--- config.mk ---
export PLATFORM = sky130hd
export DESIGN_NAME = wtm_core
export DESIGN_NICKNAME = d
export VERILOG_FILES = /design/src/core/wtm_core.v /design/src/core/wtm_mem.v /design/src/core/wtm_sync.v
export VERILOG_INCLUDE_DIRS = /design/src /design/src/core
export SDC_FILE = /design/constraint.sdc
export NUM_CORES = 2
export LEC_CHECK = 0
export BUFFER_PORTS_ARGS = -buffer_cell sky130_fd_sc_hd__buf_2
export CORE_UTILIZATION = 45
export CTS_CLUSTER_DIAMETER = 200
export DETAILED_ROUTE_END_ITERATION = 16
export HOLD_SLACK_MARGIN = 0.03
export PLACE_DENSITY_LB_ADDON = 0.12
export SLEW_MARGIN = 20
export SYNTH_ARGS = -nofsm -noshare
export SYNTH_HDL_FRONTEND = slang
export SYNTH_SLANG_ARGS = --single-unit
export TNS_END_PERCENT = 5
--- constraint.sdc ---
create_clock -name mclk -period 10 [get_ports mclk]
set_clock_uncertainty 0.15 [all_clocks]
set_input_delay 1.5 -clock mclk [delete_from_list [all_inputs] [get_ports mclk]]
set_output_delay 1.5 -clock mclk [all_outputs]
set_load 0.02 [all_outputs]
--- src/core/wtm_defines.vh ---
/*
  Constants for the write-training FIFO and mode-register block:
  command codes, register slots, field positions and check-code polynomial.
  Assumes it is included by the design files and defines nothing else.
*/
`ifndef WTM_DEFINES_VH
`define WTM_DEFINES_VH

// ****************************************
// command codes on the command port
// ****************************************
`define WTM_CMD_NOP       3'h0
`define WTM_CMD_TRAIN_WR  3'h1
`define WTM_CMD_TRAIN_RD  3'h2
`define WTM_CMD_MODE_SET  3'h3

// ****************************************
// mode register slots and bank codes
// ****************************************
`define WTM_MR_COUNT      10
`define WTM_MR_WIDTH      13
`define WTM_MR_DATA_MSB   11
`define WTM_SLOT_NONE     4'hF
`define WTM_BANK_LAST_STD 4'h7
`define WTM_BANK_RSVD 4'hE
`define WTM_BANK_ENABLE 4'hF
`define WTM_SLOT_RSVD 4'h8
`define WTM_SLOT_ENABLE 4'h9
`define WTM_SLOT_LATENCY 0
`define WTM_SLOT_DRIVE 1
`define WTM_SLOT_CLOCKING 3
`define WTM_SLOT_CHECK 4

// ****************************************
// field positions inside the mode registers
// ****************************************
`define WTM_LAT_MSB 2
`define WTM_LAT_LSB 0
`define WTM_WINV_BIT      8
`define WTM_TERM_MSB      3
`define WTM_TERM_LSB      2
`define WTM_STROBE_BIT    5
`define WTM_INFO_MSB      7
`define WTM_INFO_LSB      6
`define WTM_INFO_ID       2'h1
`define WTM_WCHK_BIT      10
`define WTM_RCHK_BIT      9
`define WTM_HOLD_MSB      3
`define WTM_HOLD_LSB      0

// ****************************************
// burst shape and check code
// ****************************************
`define WTM_BURST_LEN     8
`define WTM_BEAT_W        3
`define WTM_LAST_BEAT     3'h7
`define WTM_CRC_POLY      8'h07
`define WTM_CRC_INIT      8'h00

`endif

--- src/core/wtm_core.v ---
/*
  Device-side write training path and mode-register file.
  Training writes load eight beats per command into the training FIFO;
  mode-set commands load the ten mode registers by bank code.
  Assumes commands arrive on mclk from the controller's logic, and that the
  data pins and the data clock come from outside the mclk domain.
*/
`timescale 1ns/1ps
`include "wtm_defines.vh"

module wtm_core #(
  parameter DEPTH = 6,
  parameter PTR_W = 3,
  parameter DQ_W = 32,
  parameter LANE_W = 4,
  parameter PEND_W = 8,
  parameter [3:0] VENDOR_CODE = 4'hA
) (
  // clock, reset, enable
  input wire mclk,
  input wire rst,
  input wire ce,
  // command port
  input wire cmdValid,
  input wire [2:0] cmdCode,
  input wire [3:0] bankSelect,
  input wire [12:0] cmdAddr,
  // data clock and data pins
  input wire wckIn,
  input wire [DQ_W-1:0] dqIn,
  input wire [LANE_W-1:0] inversionPinN,
  // error-detect pins, two-way
  input wire [LANE_W-1:0] errIn,
  output reg [LANE_W-1:0] errOut,
  output reg [LANE_W-1:0] errOe,
  // pin state
  output reg termActive,
  output reg burstActive,
  // training readback
  output reg [DQ_W+2*LANE_W-1:0] fifoRdData,
  output reg fifoRdValid,
  output reg [7:0] checkOut,
  // identification readout
  output reg [7:0] idWord
);

  localparam ENTRY_W = DQ_W + 2 * LANE_W;
  localparam CRC_IN_W = DQ_W + LANE_W;
  localparam ADDR_W = PTR_W + `WTM_BEAT_W;
  localparam WORDS = DEPTH * `WTM_BURST_LEN;
  localparam integer LAST_IDX = DEPTH - 1;
  localparam integer BURST_INT = `WTM_BURST_LEN;
  localparam integer BURST_INT_LESS = `WTM_BURST_LEN - 1;
  // cut to the counter widths on purpose; depth and burst length always fit
  localparam [PTR_W-1:0] LAST_PTR = LAST_IDX[PTR_W-1:0];
  localparam [PEND_W-1:0] BURST_BEATS = BURST_INT[PEND_W-1:0];
  localparam [PEND_W-1:0] BURST_LESS_ONE = BURST_INT_LESS[PEND_W-1:0];
  localparam [1:0] ST_IDLE = 2'b01;
  localparam [1:0] ST_READ = 2'b10;

  // ****************************************
  // decoding helpers
  // ****************************************

  // bank code to register slot; undefined codes map to no slot
  function [3:0] slotOf;
    input [3:0] bank;
    begin
      if (bank <= `WTM_BANK_LAST_STD) begin
        slotOf = bank;
      end else if (bank == `WTM_BANK_RSVD) begin
        slotOf = `WTM_SLOT_RSVD;
      end else if (bank == `WTM_BANK_ENABLE) begin
        slotOf = `WTM_SLOT_ENABLE;
      end else begin
        slotOf = `WTM_SLOT_NONE;
      end
    end
  endfunction

  // serial check code over one beat, msb first
  function [7:0] crcStep;
    input [7:0] c;
    input [CRC_IN_W-1:0] d;
    integer i;
    reg [7:0] r;
    begin
      r = c;
      for (i = CRC_IN_W - 1; i >= 0; i = i - 1) begin
        r = {r[6:0], 1'b0} ^ ((r[7] ^ d[i]) ? `WTM_CRC_POLY : 8'h00);
      end
      crcStep = r;
    end
  endfunction

  // ****************************************
  // mode registers
  // ****************************************
  reg [`WTM_MR_WIDTH-1:0] modeReg [0:`WTM_MR_COUNT-1];
  wire [3:0] wrSlot;
  wire modeWrite;
  integer k;

  assign wrSlot = slotOf(bankSelect);
  assign modeWrite = cmdValid && (cmdCode == `WTM_CMD_MODE_SET) && (wrSlot != `WTM_SLOT_NONE);

  // only the mode-set command writes here; nothing here reaches the FIFO or any array
  // reset clears them so control state is defined, though software must program all
  always @(posedge mclk) begin
    if (rst) begin
      for (k = 0; k < `WTM_MR_COUNT; k = k + 1) begin
        modeReg[k] <= {`WTM_MR_WIDTH{1'b0}};
      end
    end else if (ce && modeWrite) begin
      modeReg[wrSlot] <= {1'b0, cmdAddr[`WTM_MR_DATA_MSB:0]};
    end
  end

  // fields steering the training path
  wire [2:0] latSetting = modeReg[`WTM_SLOT_LATENCY][`WTM_LAT_MSB:`WTM_LAT_LSB];
  wire writeInvEn = modeReg[`WTM_SLOT_DRIVE][`WTM_WINV_BIT];
  wire dataTermEn = |modeReg[`WTM_SLOT_DRIVE][`WTM_TERM_MSB:`WTM_TERM_LSB];
  wire strobeMode = modeReg[`WTM_SLOT_CLOCKING][`WTM_STROBE_BIT];
  wire [1:0] infoSel = modeReg[`WTM_SLOT_CLOCKING][`WTM_INFO_MSB:`WTM_INFO_LSB];
  wire writeCheckEn = modeReg[`WTM_SLOT_CHECK][`WTM_WCHK_BIT];
  wire readCheckEn = modeReg[`WTM_SLOT_CHECK][`WTM_RCHK_BIT];
  wire [3:0] holdPattern = modeReg[`WTM_SLOT_CHECK][`WTM_HOLD_MSB:`WTM_HOLD_LSB];

  // ****************************************
  // pin synchronisers
  // ****************************************
  wire [DQ_W+2*LANE_W:0] pinsStable;
  wire wckS = pinsStable[DQ_W+2*LANE_W];
  wire [LANE_W-1:0] errS = pinsStable[DQ_W+2*LANE_W-1:DQ_W+LANE_W];
  wire [LANE_W-1:0] invS = pinsStable[DQ_W+LANE_W-1:DQ_W];
  wire [DQ_W-1:0] dqS = pinsStable[DQ_W-1:0];

  wtm_sync #(
    .WIDTH(DQ_W + 2 * LANE_W + 1)
  ) uPins (
    .mclk(mclk),
    .rst(rst),
    .ce(ce),
    .async({wckIn, errIn, inversionPinN, dqIn}),
    .stable(pinsStable)
  );

  // ****************************************
  // write latency line
  // ****************************************
  reg [7:0] latLine;
  reg wckPrev;
  wire trainWrCmd = cmdValid && (cmdCode == `WTM_CMD_TRAIN_WR);
  wire [2:0] latIdx = (latSetting == 3'h0) ? 3'h0 : latSetting - 3'h1;
  wire launch = latLine[latIdx];
  wire wckEdge = wckS ^ wckPrev;

  // training writes need no address; each enters the latency line as one bit
  always @(posedge mclk) begin
    if (rst) begin
      latLine <= 8'h00;
      wckPrev <= 1'b0;
    end else if (ce) begin
      latLine <= {latLine[6:0], trainWrCmd};
      wckPrev <= wckS;
    end
  end

  // ****************************************
  // beat capture
  // ****************************************
  reg [PEND_W-1:0] beatsLeft;
  reg [PEND_W-1:0] next_beatsLeft;
  reg [`WTM_BEAT_W-1:0] beatIdx;
  reg [PTR_W-1:0] wrPtr;
  reg [7:0] crcAcc;
  reg [7:0] crcStore [0:DEPTH-1];
  integer m;
  wire takeBeat = wckEdge && (beatsLeft != {PEND_W{1'b0}});
  wire [LANE_W-1:0] invEff = writeInvEn ? invS : {LANE_W{1'b1}};
  wire [LANE_W-1:0] errEff = writeCheckEn ? errS : {LANE_W{1'b1}};
  wire [ENTRY_W-1:0] beatWord = {errEff, invEff, dqS};
  wire [7:0] crcSeed = (beatIdx == {`WTM_BEAT_W{1'b0}}) ? `WTM_CRC_INIT : crcAcc;
  wire [7:0] crcNext = crcStep(crcSeed, {invEff, dqS});
  wire lastBeat = takeBeat && (beatIdx == `WTM_LAST_BEAT);

  // pending beats only grow on a launch and shrink per beat: no command cuts a burst
  always @* begin
    next_beatsLeft = beatsLeft;
    if (launch && takeBeat) begin
      next_beatsLeft = beatsLeft + BURST_LESS_ONE;
    end else if (launch) begin
      next_beatsLeft = beatsLeft + BURST_BEATS;
    end else if (takeBeat) begin
      next_beatsLeft = beatsLeft - {{(PEND_W-1){1'b0}}, 1'b1};
    end
  end

  // beats land in the entry at the write pointer; pointer wraps after the last entry
  always @(posedge mclk) begin
    if (rst) begin
      beatsLeft <= {PEND_W{1'b0}};
      beatIdx <= {`WTM_BEAT_W{1'b0}};
      wrPtr <= {PTR_W{1'b0}};
      crcAcc <= `WTM_CRC_INIT;
    end else if (ce) begin
      beatsLeft <= next_beatsLeft;
      if (takeBeat) begin
        beatIdx <= beatIdx + {{(`WTM_BEAT_W-1){1'b0}}, 1'b1};
        crcAcc <= crcNext;
      end
      if (lastBeat) begin
        wrPtr <= (wrPtr == LAST_PTR) ? {PTR_W{1'b0}} : wrPtr + {{(PTR_W-1){1'b0}}, 1'b1};
      end
    end
  end

  // computed check code is kept per entry for a later training read, never returned now
  always @(posedge mclk) begin
    if (rst) begin
      for (m = 0; m < DEPTH; m = m + 1) begin
        crcStore[m] <= 8'h00;
      end
    end else if (ce && lastBeat) begin
      crcStore[wrPtr] <= crcNext;
    end
  end

  // ****************************************
  // training read sequencer
  // ****************************************
  reg [1:0] rdState;
  reg [`WTM_BEAT_W-1:0] rdBeat;
  reg [PTR_W-1:0] rdPtr;
  reg rdPending;
  reg [PTR_W-1:0] rdEntry;
  wire trainRdCmd = cmdValid && (cmdCode == `WTM_CMD_TRAIN_RD);
  wire rdEn = (rdState == ST_READ);
  wire [ENTRY_W-1:0] memRdData;

  // walks eight beats of the entry at the read pointer, one per cycle
  always @(posedge mclk) begin
    if (rst) begin
      rdState <= ST_IDLE;
      rdBeat <= {`WTM_BEAT_W{1'b0}};
      rdPtr <= {PTR_W{1'b0}};
      rdPending <= 1'b0;
      rdEntry <= {PTR_W{1'b0}};
    end else if (ce) begin
      rdPending <= rdEn;
      rdEntry <= rdPtr;
      case (rdState)
        ST_IDLE: begin
          rdBeat <= {`WTM_BEAT_W{1'b0}};
          if (trainRdCmd) begin
            rdState <= ST_READ;
          end
        end
        ST_READ: begin
          rdBeat <= rdBeat + {{(`WTM_BEAT_W-1){1'b0}}, 1'b1};
          if (rdBeat == `WTM_LAST_BEAT) begin
            rdState <= ST_IDLE;
            rdPtr <= (rdPtr == LAST_PTR) ? {PTR_W{1'b0}} : rdPtr + {{(PTR_W-1){1'b0}}, 1'b1};
          end
        end
        default: begin
          rdState <= ST_IDLE;
        end
      endcase
    end
  end

  wtm_mem #(
    .WIDTH(ENTRY_W),
    .WORDS(WORDS),
    .ADDR_W(ADDR_W)
  ) uFifo (
    .mclk(mclk),
    .rst(rst),
    .ce(ce),
    .wrEn(takeBeat),
    .wrAddr({wrPtr, beatIdx}),
    .wrData(beatWord),
    .rdEn(rdEn),
    .rdAddr({rdPtr, rdBeat}),
    .rdData(memRdData)
  );

  // ****************************************
  // registered outputs
  // ****************************************

  // error pins keep the hold pattern except in strobe mode, where they toggle with the data clock
  // termination returns as soon as no beats are pending; stray beats then find no slot
  always @(posedge mclk) begin
    if (rst) begin
      errOut <= {LANE_W{1'b0}};
      errOe <= {LANE_W{1'b0}};
      termActive <= 1'b0;
      burstActive <= 1'b0;
      fifoRdData <= {ENTRY_W{1'b0}};
      fifoRdValid <= 1'b0;
      checkOut <= 8'h00;
      idWord <= 8'h00;
    end else if (ce) begin
      errOe <= {LANE_W{1'b1}};
      errOut <= strobeMode ? {LANE_W{wckS}} : holdPattern;
      termActive <= dataTermEn && (next_beatsLeft == {PEND_W{1'b0}});
      burstActive <= (next_beatsLeft != {PEND_W{1'b0}});
      fifoRdValid <= rdPending;
      if (rdPending) begin
        fifoRdData <= memRdData;
        checkOut <= readCheckEn ? crcStore[rdEntry] : 8'h00;
      end
      // identification readout reports vendor nibble and FIFO depth
      idWord <= (infoSel == `WTM_INFO_ID) ? {VENDOR_CODE, DEPTH[3:0]} : 8'h00;
    end
  end

endmodule // wtm_core

--- src/core/wtm_mem.v ---
/*
  Small single-port-write, registered-read memory holding the training FIFO beats.
  Assumes write and read addresses are always in range.
*/
`timescale 1ns/1ps
`include "wtm_defines.vh"

module wtm_mem #(
  parameter WIDTH = 40,
  parameter WORDS = 48,
  parameter ADDR_W = 6
) (
  // clock, reset, enable
  input wire mclk,
  input wire rst,
  input wire ce,
  // write side
  input wire wrEn,
  input wire [ADDR_W-1:0] wrAddr,
  input wire [WIDTH-1:0] wrData,
  // read side, data one cycle after the request
  input wire rdEn,
  input wire [ADDR_W-1:0] rdAddr,
  output reg [WIDTH-1:0] rdData
);

  reg [WIDTH-1:0] store [0:WORDS-1];

  // storage has no reset: contents are defined only once written
  always @(posedge mclk) begin
    if (ce && wrEn) begin
      store[wrAddr] <= wrData;
    end
  end

  // registered read port
  always @(posedge mclk) begin
    if (rst) begin
      rdData <= {WIDTH{1'b0}};
    end else if (ce && rdEn) begin
      rdData <= store[rdAddr];
    end
  end

endmodule // wtm_mem

--- src/core/wtm_sync.v ---
/*
  Three-stage synchroniser for pins from outside the clock domain.
  Assumes a free-running mclk; a bit's change is accepted once stages two and three agree.
*/
`timescale 1ns/1ps
`include "wtm_defines.vh"

module wtm_sync #(
  parameter WIDTH = 1
) (
  // clock, reset, enable
  input wire mclk,
  input wire rst,
  input wire ce,
  // raw pin levels and filtered result
  input wire [WIDTH-1:0] async,
  output reg [WIDTH-1:0] stable
);

  reg [WIDTH-1:0] s1;
  reg [WIDTH-1:0] s2;
  reg [WIDTH-1:0] s3;

  // s1 feeds only s2; the agreement filter looks at stages two and three
  always @(posedge mclk) begin
    if (rst) begin
      s1 <= {WIDTH{1'b0}};
      s2 <= {WIDTH{1'b0}};
      s3 <= {WIDTH{1'b0}};
      stable <= {WIDTH{1'b0}};
    end else if (ce) begin
      s1 <= async;
      s2 <= s1;
      s3 <= s2;
      stable <= ((s2 ~^ s3) & s3) | ((s2 ^ s3) & stable);
    end
  end

endmodule // wtm_sync

==> impl_metrics.py <==
metrics = {
    "clock_network": {
        "ctsResizeCount": 0,
        "clock-sinks": 2306,
        "cts_setup_buffers": 0,
        "worstSkewPairLatency_ns": 0.87,
        "clk_pin_slew_ns": 0.06,
        "cts-buffers-inserted": 234,
        "ctsHoldBuffers": 0,
        "htreeDepth": 4,
        "root_buffer": "clkbuf_16",
        "cts_buffer_depth": 3,
        "cts_tree": "built",
    },
    "yosys": {
        "synth_cell_types": 57,
        "muxShareOfSynthArea_pct": 18.2,
        "yosysTopAreaCellShare_pct": 67.3,
        "ys_seq_elements": 2306,
        "synth_top_family_by_area": "multiplexers",
        "synth.area.top_cells": "edfxtp_1, mux4_2, dfxtp_1",
        "async_flop_share_pct": 0,
        "synth_fa_ha_area_share_pct": 0.757,
        "synth_edf_count": 1999,
        "synthSimpleGateAreaFrac_pct": 2.85,
        "synth_top_cell_by_area": "edfxtp_1",
        "synthCells": 4437,
        "yosysWarningCount": 0,
        "synth_compound_area_share_pct": 1.32,
        "synth_xor_area_share_pct": 1.40,
        "ys_seq_area_share_pct": 74.2,
        "synth_area_um2": 89200,
        "syn_avg_cell_area_um2": 20.1,
        "ys.flop_type": "edfxtp_1",
    },
    "final_layout": {
        "fin_util_pct": 51.4,
        "n_fill_cell": 15700,
        "final_cells": 7501,
        "drive_gt1_share_pct": 27.9,
        "syn_to_final_growth_pct": 13.5,
        "regArea_um2": 66200,
        "nNetsFinal": 4780,
        "multi_input_area_um2": 22300,
    },
    "place": {
        "routabilityCongestion": 0.790,
        "dp_hpwl_um": 116000,
        "pre_cts_ws_ns": 4.67,
        "io_buffers": 124,
        "placed_cells": 7064,
    },
    "sta": {
        "finalCriticalPeriod_ns": 4.52,
        "rsz0062_at_grt": "no",
        "setup_violations": 0,
        "finalCritPeriodShare_pct": 45.2,
        "hold_violations": 0,
        "fin_setup_tns_ns": 0,
        "fmaxAchievable_mhz": 221,
        "max-slew-margin-rel_pct": 26.6,
        "setup_slack_ns": 5.48,
        "drv_slew": 0,
        "hold_slack_ns": 0.304,
        "worstMarginPinSlew_ns": 1.10,
    },
    "pwr": {
        "p_per_area_nw_per_um2": 190,
        "pwr-share-comb_pct": 1.7,
        "pwr-share-seq_pct": 53.9,
        "p_sw_mw": 3.86,
        "ir_drop_uv": 152,
        "pwr-share-clk_pct": 44.4,
        "p_int_mw": 15.4,
        "power_leakage_nw": 36.1,
        "switching_share_pct": 20.0,
    },
    "drt": {
        "drc": 0,
        "postRouteAntennaNets": 0,
        "drt_iter0_drc": 4132,
        "via_per_inst": 5.70,
        "dr_total_vias": 42800,
        "wirelength_um": 220000,
        "wl_per_cell_um": 29.4,
        "first_pass_iters": 6,
    },
    "die": {
        "fp.dieArea_um2": 200000,
        "start_util_pct": 45.2,
        "die_w_um": 447,
        "core_area_um2": 197000,
        "die_h_um": 447,
        "rows": 163,
        "io_pins": 132,
    },
    "worst_setup_path": {
        "path_class": "register to register",
        "critPathMaxFanout": 23,
        "reg2reg_to": "uFifo.store[30][22]",
        "crit_required_ns": 10.33,
        "r2r-start": "beatsLeft[0]",
        "worstRegToRegCells": 7,
        "end_kind": "register",
        "crit_start": "beatsLeft[0]",
        "critPathCapture": "uFifo.store[30][22]",
        "cp-start-kind": "register",
        "r2r_setup_slack_ns": 5.48,
        "arrival_ns": 4.85,
    },
    "run_status": {
        "status": "completed",
    },
    "global_route": {
        "grt_pass1_vias": 43200,
        "grt_pass1_wl_um": 315000,
        "globalRouteTotalUtil_pct": 22.2,
        "grt_max_degree": 195,
        "antenna_found_initial": 4,
        "grt_overflow": 0,
    },
    "hold_path": {
        "holdCritPathClass": "register to register",
    },
    "flow_run": {
        "maxCapViolations": 0,
    },
}
-- worst max-delay path, cell delays in order (launching register included) --
cell and delay [ns]:
dfxtp_1 0.42, inv_1 0.09, ha_1 0.21, a41oi_1 0.54
nand2_1 0.52, or2_2 0.64, nor2_4 0.85, buf_4 0.69
-- area by class of cell --
cell class / count / area share (%)
diodes: 1 / 0.00247
clock buffers: 303 / 6.24
clock inverters: 132 / 1.22
inverters: 23 / 0.0852
multi-input cells: 1845 / 22.1
flip-flops and latches: 2306 / 65.4
well taps: 2640 / 3.26
repair buffers: 251 / 1.76
-- cell usage in the layout, fill, tap and decap left out, types with 9 or more instances in the layout --
cell / n
dfxtp_1: 292
clkbuf_8: 18
dfxtp_2: 9
nand2_1: 166
xnor2_1: 57
o21ai_0: 51
nor2_1: 307
bufinv_16: 19
or3_1: 12
clkbuf_1: 50
nor2_4: 48
xor2_1: 22
buf_12: 9
mux2_2: 49
ha_1: 54
clkinv_2: 46
xnor3_1: 10
mux4_2: 616
inv_1: 22
nand3_1: 13
and2_1: 15
clkinv_1: 45
a21oi_1: 141
buf_2: 122
mux2i_1: 184
buf_4: 114
edfxtp_1: 1999
clkbuf_16: 235
-- how the worst min path moves through the flow --
stage / slack, ns / endpoint / start / depth (start not counted)
6_report: 0.30 / fifoRdData[14] / fifoRdData[14] / 2
5_1_grt: 0.32 / fifoRdData[38] / fifoRdData[38] / 2
4_1_cts: 0.30 / fifoRdData[35] / fifoRdData[35] / 2
3_5_place_dp: 0.30 / fifoRdData[35] / fifoRdData[35] / 2
3_3_place_gp: 0.29 / fifoRdData[15] / fifoRdData[15] / 2
2_1_floorplan: 0.28 / fifoRdData[0] / uFifo.rdData[0] / 2
-- power by group through the flow --
stage / logic, mW / clock network [mW] / registers (mW)
floorplan: 0.214 / 0 / 10.6
global placement: 0.317 / 0 / 10.6
finish: 0.323 / 8.56 / 10.4
CTS: 0.322 / 8.74 / 10.4
detailed placement: 0.320 / 0 / 10.6
global route: 0.346 / 9.10 / 10.4
-- metrics by stage --
step,area (um2),power (mW)
2_1_floorplan,89200,10.8
3_3_place_gp,93600,10.9
3_5_place_dp,93700,10.9
4_1_cts,101000,19.4
5_1_grt,101000,19.8
6_report,101000,19.3
-- logic make-up (layout without fill, tap and decap cells) --
| group | count (synthesis) | after routing |
|---|---|---|
| AO/OA/AOI/OAI | 220 | 220 |
| XOR/XNOR | 104 | 104 |
| adder cells (fa/ha/maj) | 54 | 54 |
| buffers and inverters | 289 | 709 |
| flip-flops | 2306 | 2306 |
| multiplexers | 849 | 849 |
| other | 1 | 5 |
| AND/OR/NAND/NOR | 614 | 614 |
-- synth_stat cells (all sizes together), types with 13 or more instances --
cell,count
nor2,355
xor2,26
mux2,49
clkbuf,182
ha,54
a21oi,141
and2,17
dfxtp,307
xnor3,13
nand3,13
xnor2,62
edfxtp,1999
mux2i,184
inv,23
nand2,172
mux4,616
nand2b,13
o21ai,52
buf,84
-- per-layer routing --
metal / global-route usage, % / vias up / wire (um) / part of all wire (%)
li1: - / 18300 / - / -
met1: 31.0 / 23100 / 94100 / 43
met2: 36.5 / 1125 / 110000 / 50
met3: 3.52 / 271 / 11500 / 5.2
met4: 6.05 / 0 / 5030 / 2.3
met5: 0 / - / 0 / 0
-- state kept, by name, indices dropped and copies added (netlist names), 15 cells and up, named ones only --
signal	flops
crcStore	64
modeReg	15
uPins.s3	41
uPins.stable	41
uPins.s2	41
uFifo.store	1920
fifoRdData	40
uFifo.rdData	40
uPins.s1	41
Power figures use the tool's default switching activity.
